File: src/rtl/fpx_pkg.sv
`default_nettype none
package fpx_pkg;
  // major opcodes
  localparam logic [5:0] OPC_PAL = 6'h00;
  localparam logic [5:0] OPC_INTS = 6'h12;
  localparam logic [5:0] OPC_JUMP = 6'h1a;
  localparam logic [5:0] OPC_LEG = 6'h15;
  localparam logic [5:0] OPC_IEEE = 6'h16;
  localparam logic [5:0] OPC_FCPY = 6'h17;
  // privileged function codes
  localparam logic [25:0] PAL_HALT = 26'h0000000;
  localparam logic [25:0] PAL_DRAIN = 26'h0000002;
  localparam logic [25:0] PAL_IMB = 26'h0000086;
  // function field layout: [10:9] trap class, [8] underflow/overflow, [7:6] round, [5:0] op
  localparam int FN_SW = 10;
  localparam int FN_INE = 9;
  localparam int FN_UV = 8;
  localparam int FN_RND_HI = 7;
  localparam int FN_RND_LO = 6;
  localparam logic [1:0] RND_CHOP = 2'h0;
  localparam logic [1:0] RND_MINF = 2'h1;
  localparam logic [1:0] RND_NORM = 2'h2;
  localparam logic [1:0] RND_DYN = 2'h3;
  // ieee op codes (low six bits)
  localparam logic [5:0] OP_ADD_SINGLE_IEEE = 6'h00;
  localparam logic [5:0] OP_SUBS = 6'h01;
  localparam logic [5:0] OP_MULS = 6'h02;
  localparam logic [5:0] OP_DIVS = 6'h03;
  localparam logic [5:0] OP_ADDT = 6'h20;
  localparam logic [5:0] OP_SUBT = 6'h21;
  localparam logic [5:0] OP_MULT = 6'h22;
  localparam logic [5:0] OP_DIVT = 6'h23;
  localparam logic [5:0] OP_CMPUN = 6'h24;
  localparam logic [5:0] OP_CMPLE = 6'h27;
  localparam logic [5:0] OP_CVTTS = 6'h2c;
  localparam logic [5:0] OP_CVTGD = 6'h2d;
  localparam logic [5:0] OP_T_TO_QUAD_CONVERT = 6'h2f;
  localparam logic [5:0] OP_QUAD_TO_SINGLE_CONVERT = 6'h3c;
  localparam logic [5:0] OP_QUAD_TO_DOUBLE_CONVERT = 6'h3e;
  localparam logic [5:0] OP_CVTDG = 6'h1e;
  localparam logic [10:0] FN_CVTST = 11'h2ac;
  localparam logic [10:0] FN_CVTST_S = 11'h6ac;
  localparam logic [10:0] FN_QUAD_TO_DOUBLE_CONVERT_SUID = 11'h7f3;
  localparam logic [10:0] FN_QUAD_TO_LONG_CONVERT = 11'h030;
  localparam logic [10:0] FN_QUAD_TO_LONG_CONVERT_V = 11'h130;
  localparam logic [10:0] FN_QUAD_TO_LONG_CONVERT_SV = 11'h530;
  // cause vector bit positions
  localparam int EX_INV = 0;
  localparam int EX_DZE = 1;
  localparam int EX_OVF = 2;
  localparam int EX_UNF = 3;
  localparam int EX_INE = 4;
  localparam int EX_IOV = 5;
  localparam int EX_N = 6;
  localparam logic [EX_N-1:0] EX_NONE = 6'h00;
  localparam logic [EX_N-1:0] EX_INPUT_MASK = 6'h03;
  localparam logic [63:0] TRUE_ZERO = 64'h0000000000000000;

  typedef enum logic [2:0] {
    FPX_CL_NONE = 3'b000,
    FPX_CL_IEEE = 3'b001,
    FPX_CL_LEG = 3'b010,
    FPX_CL_PAL = 3'b011,
    FPX_CL_SHIFT = 3'b100,
    FPX_CL_JUMP = 3'b101,
    FPX_CL_NOEXC = 3'b110
  } fpx_class_t;

  typedef enum logic [1:0] {
    FPX_PAL_NONE = 2'b00,
    FPX_PAL_HALT = 2'b01,
    FPX_PAL_DRAIN = 2'b10,
    FPX_PAL_IMB = 2'b11
  } fpx_pal_t;

  typedef struct packed {
    fpx_class_t cls;
    fpx_pal_t pal;
    logic legal;
    logic [5:0] op;
    logic [1:0] rnd;
    logic unf_en;
    logic iov_en;
    logic ine_en;
    logic sw;
    logic is_div;
    logic is_cmp;
    logic to_int;
    logic to_long;
  } fpx_dec_t;

  // status from the arithmetic datapath at completion
  typedef struct packed {
    logic done;
    logic [31:0] instr;
    logic opnd_bad;
    logic num_zero;
    logic num_valid;
    logic div_zero;
    logic too_big;
    logic too_small;
    logic inexact;
    logic int_out_range;
    logic [63:0] result;
  } fpx_stat_t;

  typedef struct packed {
    logic valid;
    logic [EX_N-1:0] cause;
    logic sw;
  } fpx_trap_t;
endpackage : fpx_pkg
`default_nettype wire

File: src/rtl/fpx_decode.sv
`default_nettype none
module fpx_decode (
  input wire logic [31:0] instr,
  output fpx_pkg::fpx_dec_t dec
);
  wire [5:0] opc = instr[31:26];
  wire [10:0] fn = instr[15:5];
  wire [5:0] op = fn[5:0];
  wire [1:0] cls_bits = fn[fpx_pkg::FN_SW:fpx_pkg::FN_INE];
  wire is_ieee = opc == fpx_pkg::OPC_IEEE;
  wire is_leg = opc == fpx_pkg::OPC_LEG;
  wire is_quad_to_long_convert = opc == fpx_pkg::OPC_FCPY &&
    (fn == fpx_pkg::FN_QUAD_TO_LONG_CONVERT || fn == fpx_pkg::FN_QUAD_TO_LONG_CONVERT_V || fn == fpx_pkg::FN_QUAD_TO_LONG_CONVERT_SV);
  wire arith_op = op <= fpx_pkg::OP_DIVS ||
    (op >= fpx_pkg::OP_ADDT && op <= fpx_pkg::OP_DIVT);
  wire cmp_op = op >= fpx_pkg::OP_CMPUN && op <= fpx_pkg::OP_CMPLE;
  wire cvq_op = op == fpx_pkg::OP_QUAD_TO_SINGLE_CONVERT || op == fpx_pkg::OP_QUAD_TO_DOUBLE_CONVERT;
  // ieee legality: compares only at normal rounding with fixed classes, quad converts only at fixed class pairs
  wire ieee_round_ok = arith_op || op == fpx_pkg::OP_CVTTS || op == fpx_pkg::OP_T_TO_QUAD_CONVERT;
  wire ieee_cls_ok = cls_bits != 2'h1; // 2xx/3xx codes do not exist
  // /SU taken as /S: compares cannot underflow
  wire ieee_cmp_ok = cmp_op &&
    fn[fpx_pkg::FN_RND_HI:fpx_pkg::FN_RND_LO] == fpx_pkg::RND_NORM &&
    ((cls_bits == 2'h0 && !fn[fpx_pkg::FN_UV]) || cls_bits == 2'h2);
  // quad to ieee: only none or software-underflow-inexact forms
  wire ieee_cvq_ok = cvq_op && ((cls_bits == 2'h0 && !fn[fpx_pkg::FN_UV]) ||
    (cls_bits == 2'h3 && fn[fpx_pkg::FN_UV]));
  wire ieee_cvst = fn == fpx_pkg::FN_CVTST || fn == fpx_pkg::FN_CVTST_S;
  wire ieee_ok = is_ieee && (ieee_cvst || fn == fpx_pkg::FN_QUAD_TO_DOUBLE_CONVERT_SUID || ieee_cmp_ok ||
    ieee_cvq_ok || (ieee_round_ok && ieee_cls_ok));
  // legacy: rounding only none or chopped; no inexact class
  wire leg_rnd_ok = fn[fpx_pkg::FN_RND_LO] == 1'b0;
  wire leg_op_ok = arith_op || op == fpx_pkg::OP_CVTTS || op == fpx_pkg::OP_CVTGD ||
    op == fpx_pkg::OP_T_TO_QUAD_CONVERT || op == fpx_pkg::OP_CVTDG || cmp_op || cvq_op;
  wire leg_ok = is_leg && leg_rnd_ok && !fn[fpx_pkg::FN_INE] && leg_op_ok;
  wire [25:0] palfn = instr[25:0];
  wire is_pal = opc == fpx_pkg::OPC_PAL;
  wire pal_known = palfn == fpx_pkg::PAL_HALT || palfn == fpx_pkg::PAL_DRAIN ||
    palfn == fpx_pkg::PAL_IMB;
  wire fpx_pkg::fpx_pal_t pal = !is_pal ? fpx_pkg::FPX_PAL_NONE :
    palfn == fpx_pkg::PAL_HALT ? fpx_pkg::FPX_PAL_HALT :
    palfn == fpx_pkg::PAL_DRAIN ? fpx_pkg::FPX_PAL_DRAIN :
    palfn == fpx_pkg::PAL_IMB ? fpx_pkg::FPX_PAL_IMB : fpx_pkg::FPX_PAL_NONE;
  wire fpx_pkg::fpx_class_t cls = ieee_ok ? fpx_pkg::FPX_CL_IEEE :
    leg_ok ? fpx_pkg::FPX_CL_LEG :
    is_quad_to_long_convert ? fpx_pkg::FPX_CL_LEG :
    (is_pal && pal_known) ? fpx_pkg::FPX_CL_PAL :
    opc == fpx_pkg::OPC_INTS ? fpx_pkg::FPX_CL_SHIFT :
    opc == fpx_pkg::OPC_JUMP ? fpx_pkg::FPX_CL_JUMP :
    opc == fpx_pkg::OPC_FCPY ? fpx_pkg::FPX_CL_NOEXC : fpx_pkg::FPX_CL_NONE;
  wire fp_any = ieee_ok || leg_ok || is_quad_to_long_convert;
  assign dec.cls = cls;
  assign dec.pal = pal;
  assign dec.legal = cls != fpx_pkg::FPX_CL_NONE;
  assign dec.op = op;
  assign dec.rnd = fn[fpx_pkg::FN_RND_HI:fpx_pkg::FN_RND_LO];
  // /U and /V share bit 8; an inexact-enable code also enables underflow
  assign dec.unf_en = fp_any && (fn[fpx_pkg::FN_UV] || (is_ieee && fn[fpx_pkg::FN_INE]));
  assign dec.iov_en = fp_any && fn[fpx_pkg::FN_UV];
  assign dec.ine_en = (ieee_ok || leg_ok) && fn[fpx_pkg::FN_INE] && fn[fpx_pkg::FN_SW];
  assign dec.sw = fp_any && fn[fpx_pkg::FN_SW];
  assign dec.is_div = fp_any && (op == fpx_pkg::OP_DIVS || op == fpx_pkg::OP_DIVT);
  assign dec.is_cmp = fp_any && cmp_op;
  assign dec.to_int = (ieee_ok || leg_ok) && op == fpx_pkg::OP_T_TO_QUAD_CONVERT;
  assign dec.to_long = is_quad_to_long_convert;
endmodule : fpx_decode
`default_nettype wire

File: src/rtl/fpx_trap_unit.sv
// What this block does
// - opcode 16 is ieee operate, 11-bit function
// - opcode 15 is legacy operate, same field
// - ieee add rounding qualifier codes decoded
// - software and inexact completion variants decoded
// - t-to-quad conversion variants decoded
// - compare software-underflow equals software-only
// - quad-to-ieee uses software-underflow-inexact forms
// - legacy add qualifier codes decoded
// - halt, drain aborts, barrier under opcode 00
// - shifts opcode 12, jumps opcode 1a
// - bad operand always traps, ieee zero/zero included
// - nonfinite operand traps only excepting ops
// - zero divisor always traps, valid numerator
// - float overflow always traps, float destinations
// - underflow writes true zero, flag always
// - imprecise sets flag, traps when enabled
// - inexact enabled accompanies overflow and underflow
// - quad-to-long integer overflow sets imprecise flag
// - integer overflow keeps low bits, flag
// - integer range limits 64 and 32 bit
// - completion state to issue unit, not stored
// - input exceptions suppress output exceptions
`default_nettype none
module fpx_trap_unit (
  input wire logic clk,
  input wire logic rst,
  input wire fpx_pkg::fpx_stat_t stat,
  input wire logic clear_flags,
  output fpx_pkg::fpx_trap_t trap_r,
  output logic [fpx_pkg::EX_N-1:0] fp_control_register_r,
  output logic [63:0] result_r,
  output logic result_valid_r,
  output fpx_pkg::fpx_class_t class_r,
  output fpx_pkg::fpx_pal_t pal_r,
  output logic illegal_r
);
  // ------------------------------------------------------------
  // decode
  // ------------------------------------------------------------
  fpx_pkg::fpx_dec_t dec;

  fpx_decode u_dec (
    .instr(stat.instr),
    .dec(dec)
  );

  // ------------------------------------------------------------
  // exception detection
  // ------------------------------------------------------------
  wire fp_op = stat.done && (dec.cls == fpx_pkg::FPX_CL_IEEE || dec.cls == fpx_pkg::FPX_CL_LEG);
  wire is_ieee = dec.cls == fpx_pkg::FPX_CL_IEEE;
  // copy-sign group never excepts
  wire bad_opnd = fp_op && stat.opnd_bad;
  // ieee 0/0 is bad operand, not zero divisor
  wire zero_by_zero = fp_op && is_ieee && dec.is_div && stat.div_zero &&
    stat.num_zero && stat.num_valid;
  wire ex_inv = bad_opnd || zero_by_zero;
  wire dze_ok_num = is_ieee ? (stat.num_valid && !stat.num_zero) : stat.num_valid;
  wire ex_dze = fp_op && dec.is_div && stat.div_zero && dze_ok_num;
  wire fp_dest = !dec.to_int && !dec.to_long && !dec.is_cmp;
  wire ex_ovf = fp_op && fp_dest && stat.too_big;
  wire ex_unf = fp_op && fp_dest && stat.too_small;
  // range test done by datapath: 64-bit for float-to-int, 32-bit for quad-to-long
  wire ex_iov = fp_op && (dec.to_int || dec.to_long) && stat.int_out_range;
  wire ex_ine = fp_op && (stat.inexact || (dec.to_long && ex_iov));

  wire [fpx_pkg::EX_N-1:0] raw;
  assign raw[fpx_pkg::EX_INV] = ex_inv;
  assign raw[fpx_pkg::EX_DZE] = ex_dze;
  assign raw[fpx_pkg::EX_OVF] = ex_ovf;
  assign raw[fpx_pkg::EX_UNF] = ex_unf;
  assign raw[fpx_pkg::EX_INE] = ex_ine;
  assign raw[fpx_pkg::EX_IOV] = ex_iov;

  // an input exception hides all output exceptions
  wire has_input = |(raw & fpx_pkg::EX_INPUT_MASK);
  wire [fpx_pkg::EX_N-1:0] recorded = has_input ? (raw & fpx_pkg::EX_INPUT_MASK) : raw;

  // trap enables: input and overflow always on
  wire [fpx_pkg::EX_N-1:0] enable;
  assign enable[fpx_pkg::EX_INV] = 1'b1;
  assign enable[fpx_pkg::EX_DZE] = 1'b1;
  assign enable[fpx_pkg::EX_OVF] = 1'b1;
  assign enable[fpx_pkg::EX_UNF] = dec.unf_en;
  assign enable[fpx_pkg::EX_INE] = dec.ine_en;
  assign enable[fpx_pkg::EX_IOV] = dec.iov_en;

  // with inexact enabled, overflow/underflow drag inexact along
  wire [fpx_pkg::EX_N-1:0] signaled_base = recorded & enable;
  wire ine_drag = dec.ine_en && (signaled_base[fpx_pkg::EX_OVF] || signaled_base[fpx_pkg::EX_UNF]);
  wire [fpx_pkg::EX_N-1:0] signaled = ine_drag && !has_input ?
    (signaled_base | (fpx_pkg::EX_N'(1) << fpx_pkg::EX_INE)) : signaled_base;
  wire [fpx_pkg::EX_N-1:0] flags_set = ine_drag && !has_input ?
    (recorded | (fpx_pkg::EX_N'(1) << fpx_pkg::EX_INE)) : recorded;

  // ------------------------------------------------------------
  // result forcing
  // ------------------------------------------------------------
  // underflow forces +0 even where -0 would be correct; no denormals
  wire [63:0] res_nxt = (ex_unf && !has_input) ? fpx_pkg::TRUE_ZERO : stat.result;
  // integer overflow keeps the low-order bits the datapath produced

  // ------------------------------------------------------------
  // state
  // ------------------------------------------------------------
  fpx_pkg::fpx_trap_t trap_nxt;
  assign trap_nxt.valid = stat.done && (|signaled);
  assign trap_nxt.cause = stat.done ? signaled : fpx_pkg::EX_NONE;
  // completion state is forwarded each completion, never stored in the flags
  assign trap_nxt.sw = stat.done && dec.sw;

  // set beats clear so a coincident exception is kept
  wire [fpx_pkg::EX_N-1:0] fcr_nxt =
    (clear_flags ? fpx_pkg::EX_NONE : fp_control_register_r) | flags_set;

  always_ff @(posedge clk) begin
    if (rst) begin
      trap_r <= '0;
      fp_control_register_r <= fpx_pkg::EX_NONE;
      result_r <= fpx_pkg::TRUE_ZERO;
      result_valid_r <= 1'b0;
      class_r <= fpx_pkg::FPX_CL_NONE;
      pal_r <= fpx_pkg::FPX_PAL_NONE;
      illegal_r <= 1'b0;
    end else begin
      trap_r <= trap_nxt;
      fp_control_register_r <= fcr_nxt;
      result_r <= res_nxt;
      result_valid_r <= stat.done;
      class_r <= stat.done ? dec.cls : fpx_pkg::FPX_CL_NONE;
      pal_r <= stat.done ? dec.pal : fpx_pkg::FPX_PAL_NONE;
      illegal_r <= stat.done && !dec.legal;
    end
  end

  // ------------------------------------------------------------
  // checks
  // ------------------------------------------------------------
  a_inv_always: assert property (@(posedge clk) disable iff (rst)
    stat.done && ex_inv |=> trap_r.valid && trap_r.cause[fpx_pkg::EX_INV]
      && fp_control_register_r[fpx_pkg::EX_INV])
    else $error("bad operand not trapped");
  a_dze_always: assert property (@(posedge clk) disable iff (rst)
    ex_dze && !zero_by_zero |=> trap_r.cause[fpx_pkg::EX_DZE])
    else $error("zero divisor not trapped");
  a_zero_zero: assert property (@(posedge clk) disable iff (rst)
    zero_by_zero |=> !trap_r.cause[fpx_pkg::EX_DZE])
    else $error("zero over zero gave zero divisor");
  a_input_priority: assert property (@(posedge clk) disable iff (rst)
    stat.done && has_input |=> (trap_r.cause & ~fpx_pkg::EX_INPUT_MASK) == fpx_pkg::EX_NONE)
    else $error("output exception beside input exception");
  a_unf_zero: assert property (@(posedge clk) disable iff (rst)
    ex_unf && !has_input |=> result_r == fpx_pkg::TRUE_ZERO
      && fp_control_register_r[fpx_pkg::EX_UNF])
    else $error("underflow result not zero");
  a_unf_gate: assert property (@(posedge clk) disable iff (rst)
    stat.done && !dec.unf_en |=> !trap_r.cause[fpx_pkg::EX_UNF])
    else $error("underflow trapped while disabled");
  a_ine_follows: assert property (@(posedge clk) disable iff (rst)
    trap_r.cause[fpx_pkg::EX_OVF] && $past(dec.ine_en) |-> trap_r.cause[fpx_pkg::EX_INE])
    else $error("overflow without inexact");
  a_quad_to_long_convert_ine: assert property (@(posedge clk) disable iff (rst)
    stat.done && dec.to_long && ex_iov && !has_input
      |=> fp_control_register_r[fpx_pkg::EX_INE] && !trap_r.cause[fpx_pkg::EX_INE])
    else $error("quad to long overflow flag wrong");
  a_iov_gate: assert property (@(posedge clk) disable iff (rst)
    stat.done && !dec.iov_en |=> !trap_r.cause[fpx_pkg::EX_IOV])
    else $error("integer overflow trapped while disabled");
  a_sw_forward: assert property (@(posedge clk) disable iff (rst)
    stat.done |=> trap_r.sw == $past(dec.sw))
    else $error("completion state not forwarded");
  a_flag_sticky: assert property (@(posedge clk) disable iff (rst)
    fp_control_register_r[fpx_pkg::EX_INE] && !clear_flags |=> fp_control_register_r[fpx_pkg::EX_INE])
    else $error("flag lost");
  a_ieee_decode: assert property (@(posedge clk) disable iff (rst)
    stat.done && stat.instr[31:26] == fpx_pkg::OPC_IEEE && stat.instr[15:5] == 11'h180
      |-> dec.cls == fpx_pkg::FPX_CL_IEEE && dec.unf_en && !dec.sw)
    else $error("underflow add code misdecoded");
endmodule : fpx_trap_unit
`default_nettype wire

File: config.mk
export PLATFORM = sky130hd
export DESIGN_NAME = fpx_trap_unit
export DESIGN_NICKNAME = d
export VERILOG_FILES = /design/src/rtl/fpx_pkg.sv /design/src/rtl/fpx_decode.sv /design/src/rtl/fpx_trap_unit.sv
export SDC_FILE = /design/constraint.sdc
export NUM_CORES = 1
export LEC_CHECK = 0
export BUFFER_PORTS_ARGS = -buffer_cell sky130_fd_sc_hd__buf_2
export CAP_MARGIN = 30
export CORE_UTILIZATION = 47
export DETAILED_ROUTE_END_ITERATION = 10
export PLACE_DENSITY = 0.82
export REMOVE_ABC_BUFFERS = 1
export SYNTH_ARGS = -nofsm -noshare
export SYNTH_HDL_FRONTEND = slang
export SYNTH_HIERARCHICAL = 1
export SYNTH_SLANG_ARGS = --single-unit
File: constraint.sdc
create_clock -name clk -period 8.6 [get_ports clk]
set_input_delay 1.72 -clock clk [delete_from_list [all_inputs] [get_ports clk]]
set_output_delay 1.72 -clock clk [all_outputs]
set_load 0.02 [all_outputs]
==> flow_metrics.py <==
metrics = {
    "sta": {
        "tightest_slew_ns": 0.624,
        "setup_ws_ns": 4.26,
        "hold_viol": 0,
        "fin_skew_ns": 0,
        "setup_viol": 0,
        "layout_min_cycle_time_ns": 4.34,
        "relSlewSlack_pct": 58.1,
        "finalSetupTns_ns": 0,
        "rsz0062_at_grt": "false",
        "fmax_ghz": 0.230,
        "fin_crit_sh_pct": 50.5,
        "slew_viol_final": 0,
    },
    "finish": {
        "num_antenna_cells": 0,
        "drive_gt1_share_pct": 58.7,
        "stdcell_count": 566,
        "syn_to_final_growth_pct": 35.8,
        "final_nets": 592,
    },
    "worst_setup_path": {
        "crit_top_cell": "nand2_1",
        "slowest_stage": "or4_4",
        "end_kind": "register",
        "cp_cell_sequence": "buf_2 > and4bb_1 > nand2_1 > nand2_1 > a221oi_4 > a2111oi_2 > or4_4 > nor4_4 > a21oi_4 > buf_4 > and2_2",
        "worst-path-buf-inv": 2,
        "critical_path_arrival_ns": 4.58,
        "critPathRequiredTime_ns": 8.83,
        "cpPeakStageDelay_ns": 0.55,
        "crit_family": "simple AND/OR/NAND/NOR gates",
        "path_max_fanout": 64,
        "path_class": "in -> reg",
        "cp-start-kind": "input pin",
    },
    "cts": {
        "cts_root_buf": "clkbuf_8",
        "cts.htree.levels": 3,
        "clkTransAtPathRegs_ns": 0.09,
        "ctsResizeCount": 0,
        "clockBufferDepth": 2,
        "clkSinkCount": 85,
        "cts-hold-fix-buffers": 0,
        "tritoncts": "built",
        "worstSkewPairLatency_ns": 0.34,
        "cts_setup_buffers": 0,
        "cts_buffers": 9,
    },
    "global_routing": {
        "grt_use_total_pct": 21.4,
        "antenna_found_initial": 0,
        "grt_start_max_net_pins": 65,
        "grt_pass1_vias": 2506,
        "grt_pass1_wl_microns": 11900,
        "overflow": 0,
    },
    "drt": {
        "dr.max_layer_used": "met4",
        "vias_per_cell": 4.85,
        "met1_length_microns": 2950,
        "wirelength_microns": 7820,
        "firstDrtPassIters": 4,
        "vias": 2745,
        "drt_iter0_drc": 91,
        "wl_per_cell_microns": 13.8,
        "wl_met3_microns": 663,
        "wl_met2_microns": 4020,
        "drcViolationCount": 0,
        "ant_nets": 0,
    },
    "power_and_ir_drop": {
        "powerDensity_mw_per_mm2": 184,
        "leakagePower_uw": 0.00220,
        "ir_drop_uv": 78.4,
        "totalPowerFinal_uw": 809,
    },
    "place": {
        "place.gp.congestion": 0.918,
        "portBuffers": 192,
        "placedCellCount": 550,
        "dpl.hpwl_microns": 6120,
        "place_ws_ns": 3.93,
    },
    "worst_hold_path": {
        "min_path_type": "reg -> reg",
    },
    "flow_run": {
        "drv_cap": 0,
    },
    "floorplan": {
        "core_sq_mm": 0.00649,
        "initial_utilization_pct": 49.9,
        "ios": 193,
        "dieArea_sq_mm": 0.00724,
        "fp.dieW_microns": 85.1,
        "fp.dieH_microns": 85.1,
        "rows": 29,
    },
    "synth": {
        "postSynthCellCount": 291,
        "synth_warnings": 6,
        "avgSynthCellArea_sq_um": 11.1,
        "syn_area_sq_mm": 0.00324,
    },
    "outcome": {
        "status": "finished, final reports clean",
    },
}
[stage by stage]
stage | cell area [sq um] | util, % | hold WS (ns)
2_1_floorplan | 3130 | - | 0.541
3_3_place_gp | 4200 | 64.7 | 0.460
3_5_place_dp | 4200 | 64.7 | 0.464
4_1_cts | 4400 | 67.8 | 0.480
5_1_grt | 4400 | 67.8 | 0.498
6_report | 4400 | 67.8 | 0.480
[cell type report]
class / instances / area, sq um
flip-flops and latches: 85 / 1700
clock buffers: 9 / 124
repair buffers: 193 / 968
fillers: 516 / 2090
clock inverters: 7 / 81.3
well taps: 77 / 96.3
inverters: 5 / 18.8
multi-input cells: 190 / 1410
[per-layer routing]
| layer | vias up | track usage [%] |
|---|---|---|
| li1 | 1373 | - |
| met1 | 1226 | 23.3 |
| met2 | 131 | 38.4 |
| met3 | 15 | 5.45 |
| met4 | 0 | 10.6 |
| met5 | - | 0 |
[flip-flops by register name, summed over array words and instances (netlist names)]
name and flops:
result_r 64, trap_r 8, fp_control_register_r 6, class_r 3, pal_r 2, illegal_r 1, result_valid_r 1
[tightest hold or removal path, stage by stage, from the launching register on]
cell and delay, ns:
dfxtp_1 0.32, nand2b_1 0.06, a21oi_1 0.05
[layout by cell type, fill, tap and decap left out, types with 3 or more instances in the layout]
master	instances
buf_2	192
dfxtp_1	85
and2_4	60
nor2_1	13
a21oi_1	12
nand2_1	10
nor3_1	9
clkbuf_8	9
nand2b_1	8
and2_1	6
nor4_1	6
nor2b_1	5
o21ai_0	5
nand4_1	5
nand3_1	5
and2_2	4
inv_1	4
and3_1	3
clkinv_4	3
[worst paths after layout]
kind | from | to | slack [ns] | cells after the start
worst max-delay path | stat[79] | result_r[63] | 4.26 | 11
worst min-delay path | fp_control_register_r[2] | fp_control_register_r[2] | 0.48 | 2
worst max register to register | fp_control_register_r[4] | fp_control_register_r[4] | 7.66 | 3
worst min register to register | fp_control_register_r[2] | fp_control_register_r[2] | 0.48 | 2
[where the power goes]
part / total [uW] / internal, uW / switching [uW]
combinational: 112 / 53.8 / 58.1
sequential: 414 / 410 / 3.57
clock: 284 / 138 / 146
(Power assumes the default switching activity.)
